[src/verilog/boot_mode_pkg.sv]
// boot source straps, mode encoding and reset values for the boot mode selector
// Notes on behaviour
// - EPROM select high with link select low means 8-bit EPROM boot
// - EPROM select low: link and memory straps decide
// - link select high with memory pin high means link port boot; with memory pin low it is reserved
// - link select low: host boot or none
// - EPROM-only straps turn memory pin into chip select
// - only the bus master drives the pin
// - memory pin strapped low with both selects low: run from external memory
// - pin is driven only in EPROM boot mode
// - pattern 001 is host, 011 is link
// - 000 is no boot; 010, 11x reserved
package boot_mode_pkg;

  // clock rate of the processor clock
  localparam int CLK_FREQ_HZ = 20000000;

  // byte width of the boot EPROM image
  localparam int EPROM_DATA_WIDTH = 8;

  // the three straps, as sampled
  typedef struct packed {
    logic eprom_boot_select; // high: boot from EPROM
    logic link_boot_select; // high: boot through a link port
    logic boot_memory_select_pin; // memory select pin read as an input
  } strap_type;

  // decoded boot source; reserved marks an illegal strap pattern
  typedef enum logic [2:0] {
    BOOT_FROM_EPROM,
    BOOT_FROM_HOST,
    BOOT_FROM_LINK,
    BOOT_NONE,
    BOOT_RESERVED
  } boot_mode_type;

  // one flag per source, for logic that wants plain levels
  typedef struct packed {
    logic eprom; // EPROM loader to run
    logic host; // wait for the host to load
    logic link; // wait for a link port to load
    logic external_fetch; // no loader, fetch from external memory
    logic reserved; // strap pattern not allowed
  } boot_flags_type;

  // values after reset
  localparam strap_type STRAP_RESET = 3'h0;
  localparam boot_mode_type MODE_RESET = BOOT_NONE;
  localparam boot_flags_type FLAGS_RESET = 5'h00;
  localparam logic PIN_OUT_RESET = 1'h1;
  localparam logic PIN_OE_N_RESET = 1'h1;

  // strap decode, order is EPROM select, link select, memory select
  function automatic boot_mode_type decode_straps(input strap_type s);
    boot_mode_type m;
    m = BOOT_RESERVED;
    if (s.eprom_boot_select)
    begin
      // with EPROM select high the pin is not read; it is an output only in EPROM mode
      m = s.link_boot_select ? BOOT_RESERVED : BOOT_FROM_EPROM;
    end
    else
    begin
      case ({s.link_boot_select, s.boot_memory_select_pin})
        2'h0: m = BOOT_NONE;
        2'h1: m = BOOT_FROM_HOST;
        2'h3: m = BOOT_FROM_LINK;
        default: m = BOOT_RESERVED;
      endcase
    end
    return m;
  endfunction

  // expand a mode into its flag set
  function automatic boot_flags_type mode_flags(input boot_mode_type m);
    boot_flags_type f;
    f = FLAGS_RESET;
    case (m)
      BOOT_FROM_EPROM: f.eprom = 1'h1;
      BOOT_FROM_HOST: f.host = 1'h1;
      BOOT_FROM_LINK: f.link = 1'h1;
      BOOT_NONE: f.external_fetch = 1'h1;
      default: f.reserved = 1'h1;
    endcase
    return f;
  endfunction

endpackage

[src/verilog/strap_latch.sv]
// strap sampling register, open during reset and frozen after it
`timescale 1ns/100ps
module strap_latch
(
  input wire logic clk,
  input wire logic srst,
  input wire boot_mode_pkg::strap_type straps_in,
  output boot_mode_pkg::strap_type straps_q
);

  // follow the pins while reset stands, then hold until the next reset;
  // board straps are fixed, so the last reset cycle is as good as any
  always_ff @(posedge clk)
  begin
    if (srst)
    begin
      straps_q <= straps_in;
    end
  end

endmodule

[src/verilog/boot_mode_select.sv]
// boot source decoder and boot memory select pin control
`timescale 1ns/100ps
module boot_mode_select
(
  input wire logic CLK,
  input wire logic SRST,
  input wire logic EPROM_BOOT_SELECT,
  input wire logic LINK_BOOT_SELECT,
  input wire logic BOOT_MEMORY_SELECT_PIN_I,
  output logic BOOT_MEMORY_SELECT_PIN_O,
  output logic BOOT_MEMORY_SELECT_PIN_OE_N,
  input wire logic BUS_MASTER,
  input wire logic EPROM_CS_REQ,
  output boot_mode_pkg::boot_mode_type BOOT_MODE,
  output boot_mode_pkg::boot_flags_type BOOT_FLAGS
);

  // the three straps gathered for the latch
  boot_mode_pkg::strap_type straps_in;
  // straps as caught at reset
  boot_mode_pkg::strap_type straps_q;
  // decode of the caught straps
  boot_mode_pkg::boot_mode_type mode_d;
  // registered mode
  boot_mode_pkg::boot_mode_type mode_q;
  // registered flag set
  boot_mode_pkg::boot_flags_type flags_q;
  // pin drive level, low selects the EPROM
  logic pin_out_q;
  logic pin_out_d;
  // pin enable, low while driving
  logic pin_oe_n_q;
  logic pin_oe_n_d;

  // pack the strap pins
  always_comb
  begin
    straps_in.eprom_boot_select = EPROM_BOOT_SELECT;
    straps_in.link_boot_select = LINK_BOOT_SELECT;
    straps_in.boot_memory_select_pin = BOOT_MEMORY_SELECT_PIN_I;
  end

  // strap capture register
  strap_latch u_strap_latch
  (
    .clk(CLK),
    .srst(SRST),
    .straps_in(straps_in),
    .straps_q(straps_q)
  );

  // decode runs on the frozen straps, never on the live pins
  always_comb
  begin
    mode_d = boot_mode_pkg::decode_straps(straps_q);
  end

  // mode register; reloads each cycle but its source is frozen
  always_ff @(posedge CLK)
  begin
    if (SRST)
    begin
      mode_q <= boot_mode_pkg::MODE_RESET;
    end
    else
    begin
      mode_q <= mode_d;
    end
  end

  // flag register, in step with the mode
  always_ff @(posedge CLK)
  begin
    if (SRST)
    begin
      flags_q <= boot_mode_pkg::FLAGS_RESET;
    end
    else
    begin
      flags_q <= boot_mode_pkg::mode_flags(mode_d);
    end
  end

  // pin enable: drive only in EPROM mode and only as bus master;
  // in every other mode the pin is an input, so it is never driven
  always_comb
  begin
    if (mode_q == boot_mode_pkg::BOOT_FROM_EPROM && BUS_MASTER)
    begin
      pin_oe_n_d = 1'h0;
    end
    else
    begin
      pin_oe_n_d = 1'h1;
    end
  end

  // pin level: chip select follows the loader's request when driving
  always_comb
  begin
    if (mode_q == boot_mode_pkg::BOOT_FROM_EPROM && BUS_MASTER)
    begin
      pin_out_d = ~EPROM_CS_REQ;
    end
    else
    begin
      pin_out_d = boot_mode_pkg::PIN_OUT_RESET;
    end
  end

  // pin registers; reset keeps the pin released so the strap can be read
  always_ff @(posedge CLK)
  begin
    if (SRST)
    begin
      pin_oe_n_q <= boot_mode_pkg::PIN_OE_N_RESET;
      pin_out_q <= boot_mode_pkg::PIN_OUT_RESET;
    end
    else
    begin
      pin_oe_n_q <= pin_oe_n_d;
      pin_out_q <= pin_out_d;
    end
  end

  // outputs
  assign BOOT_MODE = mode_q;
  assign BOOT_FLAGS = flags_q;
  assign BOOT_MEMORY_SELECT_PIN_O = pin_out_q;
  assign BOOT_MEMORY_SELECT_PIN_OE_N = pin_oe_n_q;
endmodule

[config.mk]
export PLATFORM = sky130hd
export DESIGN_NAME = boot_mode_select
export DESIGN_NICKNAME = d
export VERILOG_FILES = /design/src/verilog/boot_mode_pkg.sv /design/src/verilog/strap_latch.sv /design/src/verilog/boot_mode_select.sv
export SDC_FILE = /design/constraint.sdc
export NUM_CORES = 1
export LEC_CHECK = 0
export BUFFER_PORTS_ARGS = -buffer_cell sky130_fd_sc_hd__buf_2
export CORE_AREA = 2 2 39 41
export DETAILED_ROUTE_END_ITERATION = 10
export DIE_AREA = 0 0 41 43
export GPL_TIMING_DRIVEN = 0
export PLACE_DENSITY = 0.62
export SYNTH_ARGS = -nofsm -noshare
export SYNTH_HDL_FRONTEND = slang
export SYNTH_SLANG_ARGS = --single-unit
[constraint.sdc]
create_clock -name CLK -period 2.5 [get_ports CLK]
set_input_delay 0.375 -clock CLK [delete_from_list [all_inputs] [get_ports CLK]]
set_output_delay 0.375 -clock CLK [all_outputs]
set_load 0.005 [all_outputs]
======== Yosys cells after proc, flatten, opt, wreduce, memory -nomap -nowiden ========
Index checks and enable logic that the tools add are counted.
operators by class
  reduce and logical (&&, ||, !) cells .... 6
  equality and inequality tests ........... 5
  bitwise logic cells ..................... 2
  muxes and demuxes ....................... 9
operators with widths
  cell                                                                   count
  3-bit case mux with 3 select lines                                     1
  3-bit by 2-bit equality test with 1-bit output, second input constant  2
  3-bit logical NOT                                                      2
  1-bit two-way mux                                                      6
  3-bit two-way mux                                                      2
  4-bit OR reduction                                                     1
  3-bit by 1-bit equality test with 1-bit output, second input constant  1
  2-bit by 1-bit equality test with 1-bit output, second input constant  1
  2-bit equality test, second input constant                             1
  2-bit logical NOT                                                      1
  1-bit inverter                                                         2
  2-bit OR reduction                                                     1
  1-bit logical AND                                                      1
storage, ports and cells
  word-level logic and storage cells ...... 33
  output and inout bits ................... 10
  register bits ........................... 13
  bits of input ports ..................... 7

======== Depth between registers and ports, before layout ========
  depth in word-level cells ............... 6
  gate-level depth with buffers ........... 4
  gate-level depth less buffers ........... 4

======== Modules after synthesis ========
From an unflattened synthesis, not the netlist that was laid out.
second synthesis, totals
  cell total of the unflattened synthesis .. 32
  area, all modules ....................... 431.7 um^2
modules (own cells, without submodules)
  module            area an instance (um^2)  times used  cells each  sequential area each (um^2)
  boot_mode_select  341.6                    1           29          180.2
  strap_latch       90.1                     1           3           90.1

======== Worst setup path before layout ========
No wires, ideal clock.
  path type ............................... register to register
  start ................................... register, netlist name u_strap_latch.straps_q[1]
  end ..................................... register flags_q (netlist bit BOOT_FLAGS[2])
  buffers on the path ..................... 0
  stages on the path, launching flop included .. 5
  library setup time ...................... 0.073 ns
  setup slack ............................. 1.123 ns
  data arrival time ....................... 1.304 ns
  data required time ...................... 2.427 ns
  clock period less this slack ............ 1.377 ns
  cells stage by stage .................... edfxtp_1 -> inv_1 -> ha_1 -> or4_4 -> nor3_2
between the ends
  longest elaborated chain between the ends .. 5
  elaborated cells on any way between the ends .. 8
  classes of those cells .................. 3 x eq/ne; 4 x mux; 1 x reduce/logical
RTL lines
  what                                               line                    text
  2-bit equality test, or another cell as far along  boot_mode_pkg.sv:64     case ({s.link_boot_select, s.boot_memory_select_pin})
  3-bit case mux with 3 select lines                 boot_mode_pkg.sv:64
  3-bit two-way mux *                                boot_mode_pkg.sv:57     if (s.eprom_boot_select)
  3-bit by 2-bit equality test with 1-bit output *   boot_mode_pkg.sv:78     case (m)
  1-bit two-way mux *                                boot_mode_pkg.sv:78
  end signal: assignment                             boot_mode_select.sv:76  flags_q <= boot_mode_pkg::FLAGS_RESET;
  end signal: assignment                             boot_mode_select.sv:80  flags_q <= boot_mode_pkg::mode_flags(mode_d);
  end: declaration                                   boot_mode_select.sv:27  boot_mode_pkg::boot_flags_type flags_q;
Mark *: on every way between the ends. The rest lies on a longest branch, timed or not.
A chain may end at the register's enable or synchronous reset.

======== Worst setup path after layout ========
  start ................................... register, netlist name u_strap_latch.straps_q[1]
  end ..................................... register flags_q (netlist bit BOOT_FLAGS[2])
between the ends
  longest elaborated chain between the ends .. 5
  elaborated cells on any way between the ends .. 8
  classes of those cells .................. 3 x eq/ne; 4 x mux; 1 x reduce/logical
RTL lines
  what                                               line
  2-bit equality test, or another cell as far along  boot_mode_pkg.sv:64
  3-bit case mux with 3 select lines                 boot_mode_pkg.sv:64
  3-bit two-way mux *                                boot_mode_pkg.sv:57
  3-bit by 2-bit equality test with 1-bit output *   boot_mode_pkg.sv:78
  1-bit two-way mux *                                boot_mode_pkg.sv:78
Marked as above.

==> key figures <==
Outcome
  – Status: finished clean

Route
  – Drt first pass iters: 2
  – DR WL/cell: about 9.0 µm
  – Vias per cell: ~4.4
  – Overall via count from detail_route: 300
  – Residual DRC: 0
  – DRT iter0 DRCs: 2
  – Routed Antenna Nets: 0
  – Final Routed Wirelength: 612 µm

Logic synthesis
  – Post-synth EDFFs: 3
  – Synth warnings: 0
  – Count leader, synth: dfxtp_1
  – #FFs+latches synth: 12
  – Yosys top cell by area: dfxtp_1
  – Largest family of logic cells by synthesized area: simple AND/OR/NAND/NOR gates
  – Synthesized-area fraction occupied by adder cells: 8.902%
  – Post-synth top cells: dfxtp_1 (9), edfxtp_1 (3), ha_1 (3), nor2_1 (3)
  – Ys flop type: dfxtp_1
  – Ys async rst share: 0%
  – Synth Area in XOR/XNOR: 0%
  – Mux contribution to synthesized area: between 2 and 2.5%
  – Post-synthesis sequential area ratio: 64.09%
  – Syn_area_per_cell: approximately 13 µm²
  – Compound-cell area share of the yosys netlist: 4.748%
  – Share of the synthesized area in the top cell type: 42.73%
  – Syn nets: 42
  – Post-Syn Instances: 32
  – Simple-gate share of the synthesized area: 16.32%
  – Synth cell types: 16
  – Synthesized area: between 400 and 500 µm²
  – Area contributors post-synth: dfxtp_1 (43%), edfxtp_1 (21%), ha_1 (8.9%), o21bai_1 (3.6%), nor2_1 (2.7%)

Timing
  – Slew headroom: between 70% and 80%
  – Final setup viols: 0
  – Tcrit/Tclk final: about three fifths
  – Final worst setup slack: around 1 ns
  – Tightest Pin Transition: 0.3881 ns
  – Slew Limit Fails: 0
  – Final Hold Viols: 0
  – RSZ-0062 raised after global routing: false
  – Worst clock skew: approximately 0.0073 ns
  – Tmin final: 1.469 ns
  – Highest Clock Rate: between 600 and 700 MHz
  – Setup tns final: 0 ns

Global route
  – Pin count of the biggest net entering global routing: 12
  – Number of global-route vias before repair: roughly 260
  – Global Route Usage Sum: 8.999%
  – Initial antenna violation count: 0
  – Gr ovfl total: 0
  – Global-route wire length before repair: about 980 µm

Clocking
  – Cts hold-fix bufs: 0
  – Clk_lat worst skew: 0.26 ns
  – Postcts setup bufs: 0
  – CTS buffer count: 3
  – Post-CTS sizing: 0
  – Clock buffer depth: 2
  – CTS tree: yes
  – Root buffer cell: clkbuf_4
  – H-tree levels: 1
  – Sink Count: 12
  – Clock transition at path regs: 0.07 ns

Pwr
  – Tot Pwr: around 370 µW
  – P per Cell Area: between 600 and 700 nW/µm²
  – Leakage: approximately 0.00025 µW
  – Max VDD drop: 0.0004322 V

Finish
  – # fillers: roughly 140
  – Layout cells sized above 1: 42.31%
  – Fin nets: 63
  – Ant. Diodes: 0
  – Area growth syn-to-layout: 29.97%

Placed design
  – # port buffers: 16
  – Worst slack at placement: 1.048 ns
  – GPL Wtd Cong: about 0.70
  – Dpl hpwl: 468.7 µm

Worst setup path
  – CP arrival: ~1.7 ns
  – Max incr delay on CP: 0.50 ns
  – Crit path cell chain: inv_1 > ha_1 > or4_4 > nor3_2
  – Req. time, crit path: around 2.7 ns
  – Crit path capture type: flip-flop
  – Crit-path max FO: 4
  – CP startpoint: u_strap_latch.straps_q[1]
  – Slowest-stage cell, CP: or4_4
  – Crit start category: flip-flop
  – Crit Path Category: reg -> reg
  – Reg-to-reg startpoint: u_strap_latch.straps_q[1]

Floorplan
  – Core area: between 1000 and 1500 µm²
  – Die ar.: around 1800 µm²
  – Die Wd: just over 40 µm
  – I/O pin total: 17
  – Initial core utilization: 30.47%
  – Chip height: 43 µm
  – Num rows: 14

Worst hold path
  – Hold Path Origin: BOOT_MEMORY_SELECT_PIN_I
  – Min-delay worst type: in -> reg

Flow run
  – Max Cap Viol: 0
sequential cells by signal, indices dropped and copies added, names as in the netlist:
| signal | cells |
|---|---|
| BOOT_FLAGS | 5 |
| BOOT_MEMORY_SELECT_PIN_O | 1 |
| BOOT_MEMORY_SELECT_PIN_OE_N | 1 |
| BOOT_MODE | 2 |
| u_strap_latch.straps_q | 3 |
worst max-delay path, delay by kind of cell (launching register included):
| family | cells | cell delay [ns] |
|---|---|---|
| buffers and inverters | 1 | 0.10 |
| adders and majority gates | 1 | 0.26 |
| DFF | 1 | 0.44 |
| and+or+nand+nor | 2 | 0.60 |
stage by stage:
stage	utilization, %	hold WS [ns]	instance area, µm²	cells
2_1_floorplan	-	0.4474	421.7	32
3_3_place_gp	37.70	0.4576	521.8	64
3_5_place_dp	37.70	0.4686	521.8	64
4_1_cts	39.60	0.2715	548.0	68
5_1_grt	39.60	0.2560	548.0	68
6_report	39.60	0.2833	548.0	68
final timing paths:
path,end,slack [ns],cells past startpoint
worst max-delay path,BOOT_FLAGS[2],1.03,4
worst min-delay path,u_strap_latch.straps_q[0],0.28,1
worst max register to register,BOOT_FLAGS[2],1.03,4
worst min register to register,BOOT_MEMORY_SELECT_PIN_OE_N,0.48,2
power breakdown:
| group | total [µW] | leakage [µW] | internal (µW) | switching [µW] |
|---|---|---|---|---|
| Sequential | 219 | 0.000103 | 211 | 7.27 |
| Combinational | 39.9 | 0.000135 | 21.3 | 18.6 |
| Clock | 116 | 0.0000150 | 61.5 | 54.2 |
| Total | 374 | 0.000254 | 294 | 80.0 |
layer usage:
layer / vias to the layer above / GRT usage (%) / part of all wire, %
met5: - / 0 / 0
met4: 0 / 2.000 / 0
met3: 0 / 9.424 / 10
met2: 15 / 11.56 / 46
met1: 131 / 10.20 / 43
li1: 154 / - / -
area by class of cell:
cell class / count / area [µm²] / share of cell area [%]
Inverter: 2 / 7.507 / 1.370
Sequential cell: 12 / 270.3 / 49.31
Multi-Input combinational cell: 17 / 136.4 / 24.89
Timing Repair Buffer: 16 / 80.08 / 14.61
Clock buffer: 4 / 26.28 / 4.795
Tap cell: 16 / 20.02 / 3.653
Buffer: 1 / 7.507 / 1.370
layout by cell type (no fill, tap or decap), drive strengths merged:
| cell type | count |
|---|---|
| nor3 | 1 |
| inv | 2 |
| nand2b | 1 |
| nand3b | 1 |
| nor2 | 3 |
| ha | 3 |
| dfxtp | 9 |
| buf | 17 |
| nor4b | 1 |
| mux2i | 1 |
| o21bai | 2 |
| or4 | 1 |
| edfxtp | 3 |
| clkbuf | 4 |
| o21ai | 1 |
| nor3b | 1 |
| nor4 | 1 |
cells by family after synthesis:
kind of cell	count (synthesis)
simple gates	10
buf+inv	3
mux	1
flops	12
compound gates	3
fa+ha+maj	3
Note: power is estimated with default switching activity, not from simulation.
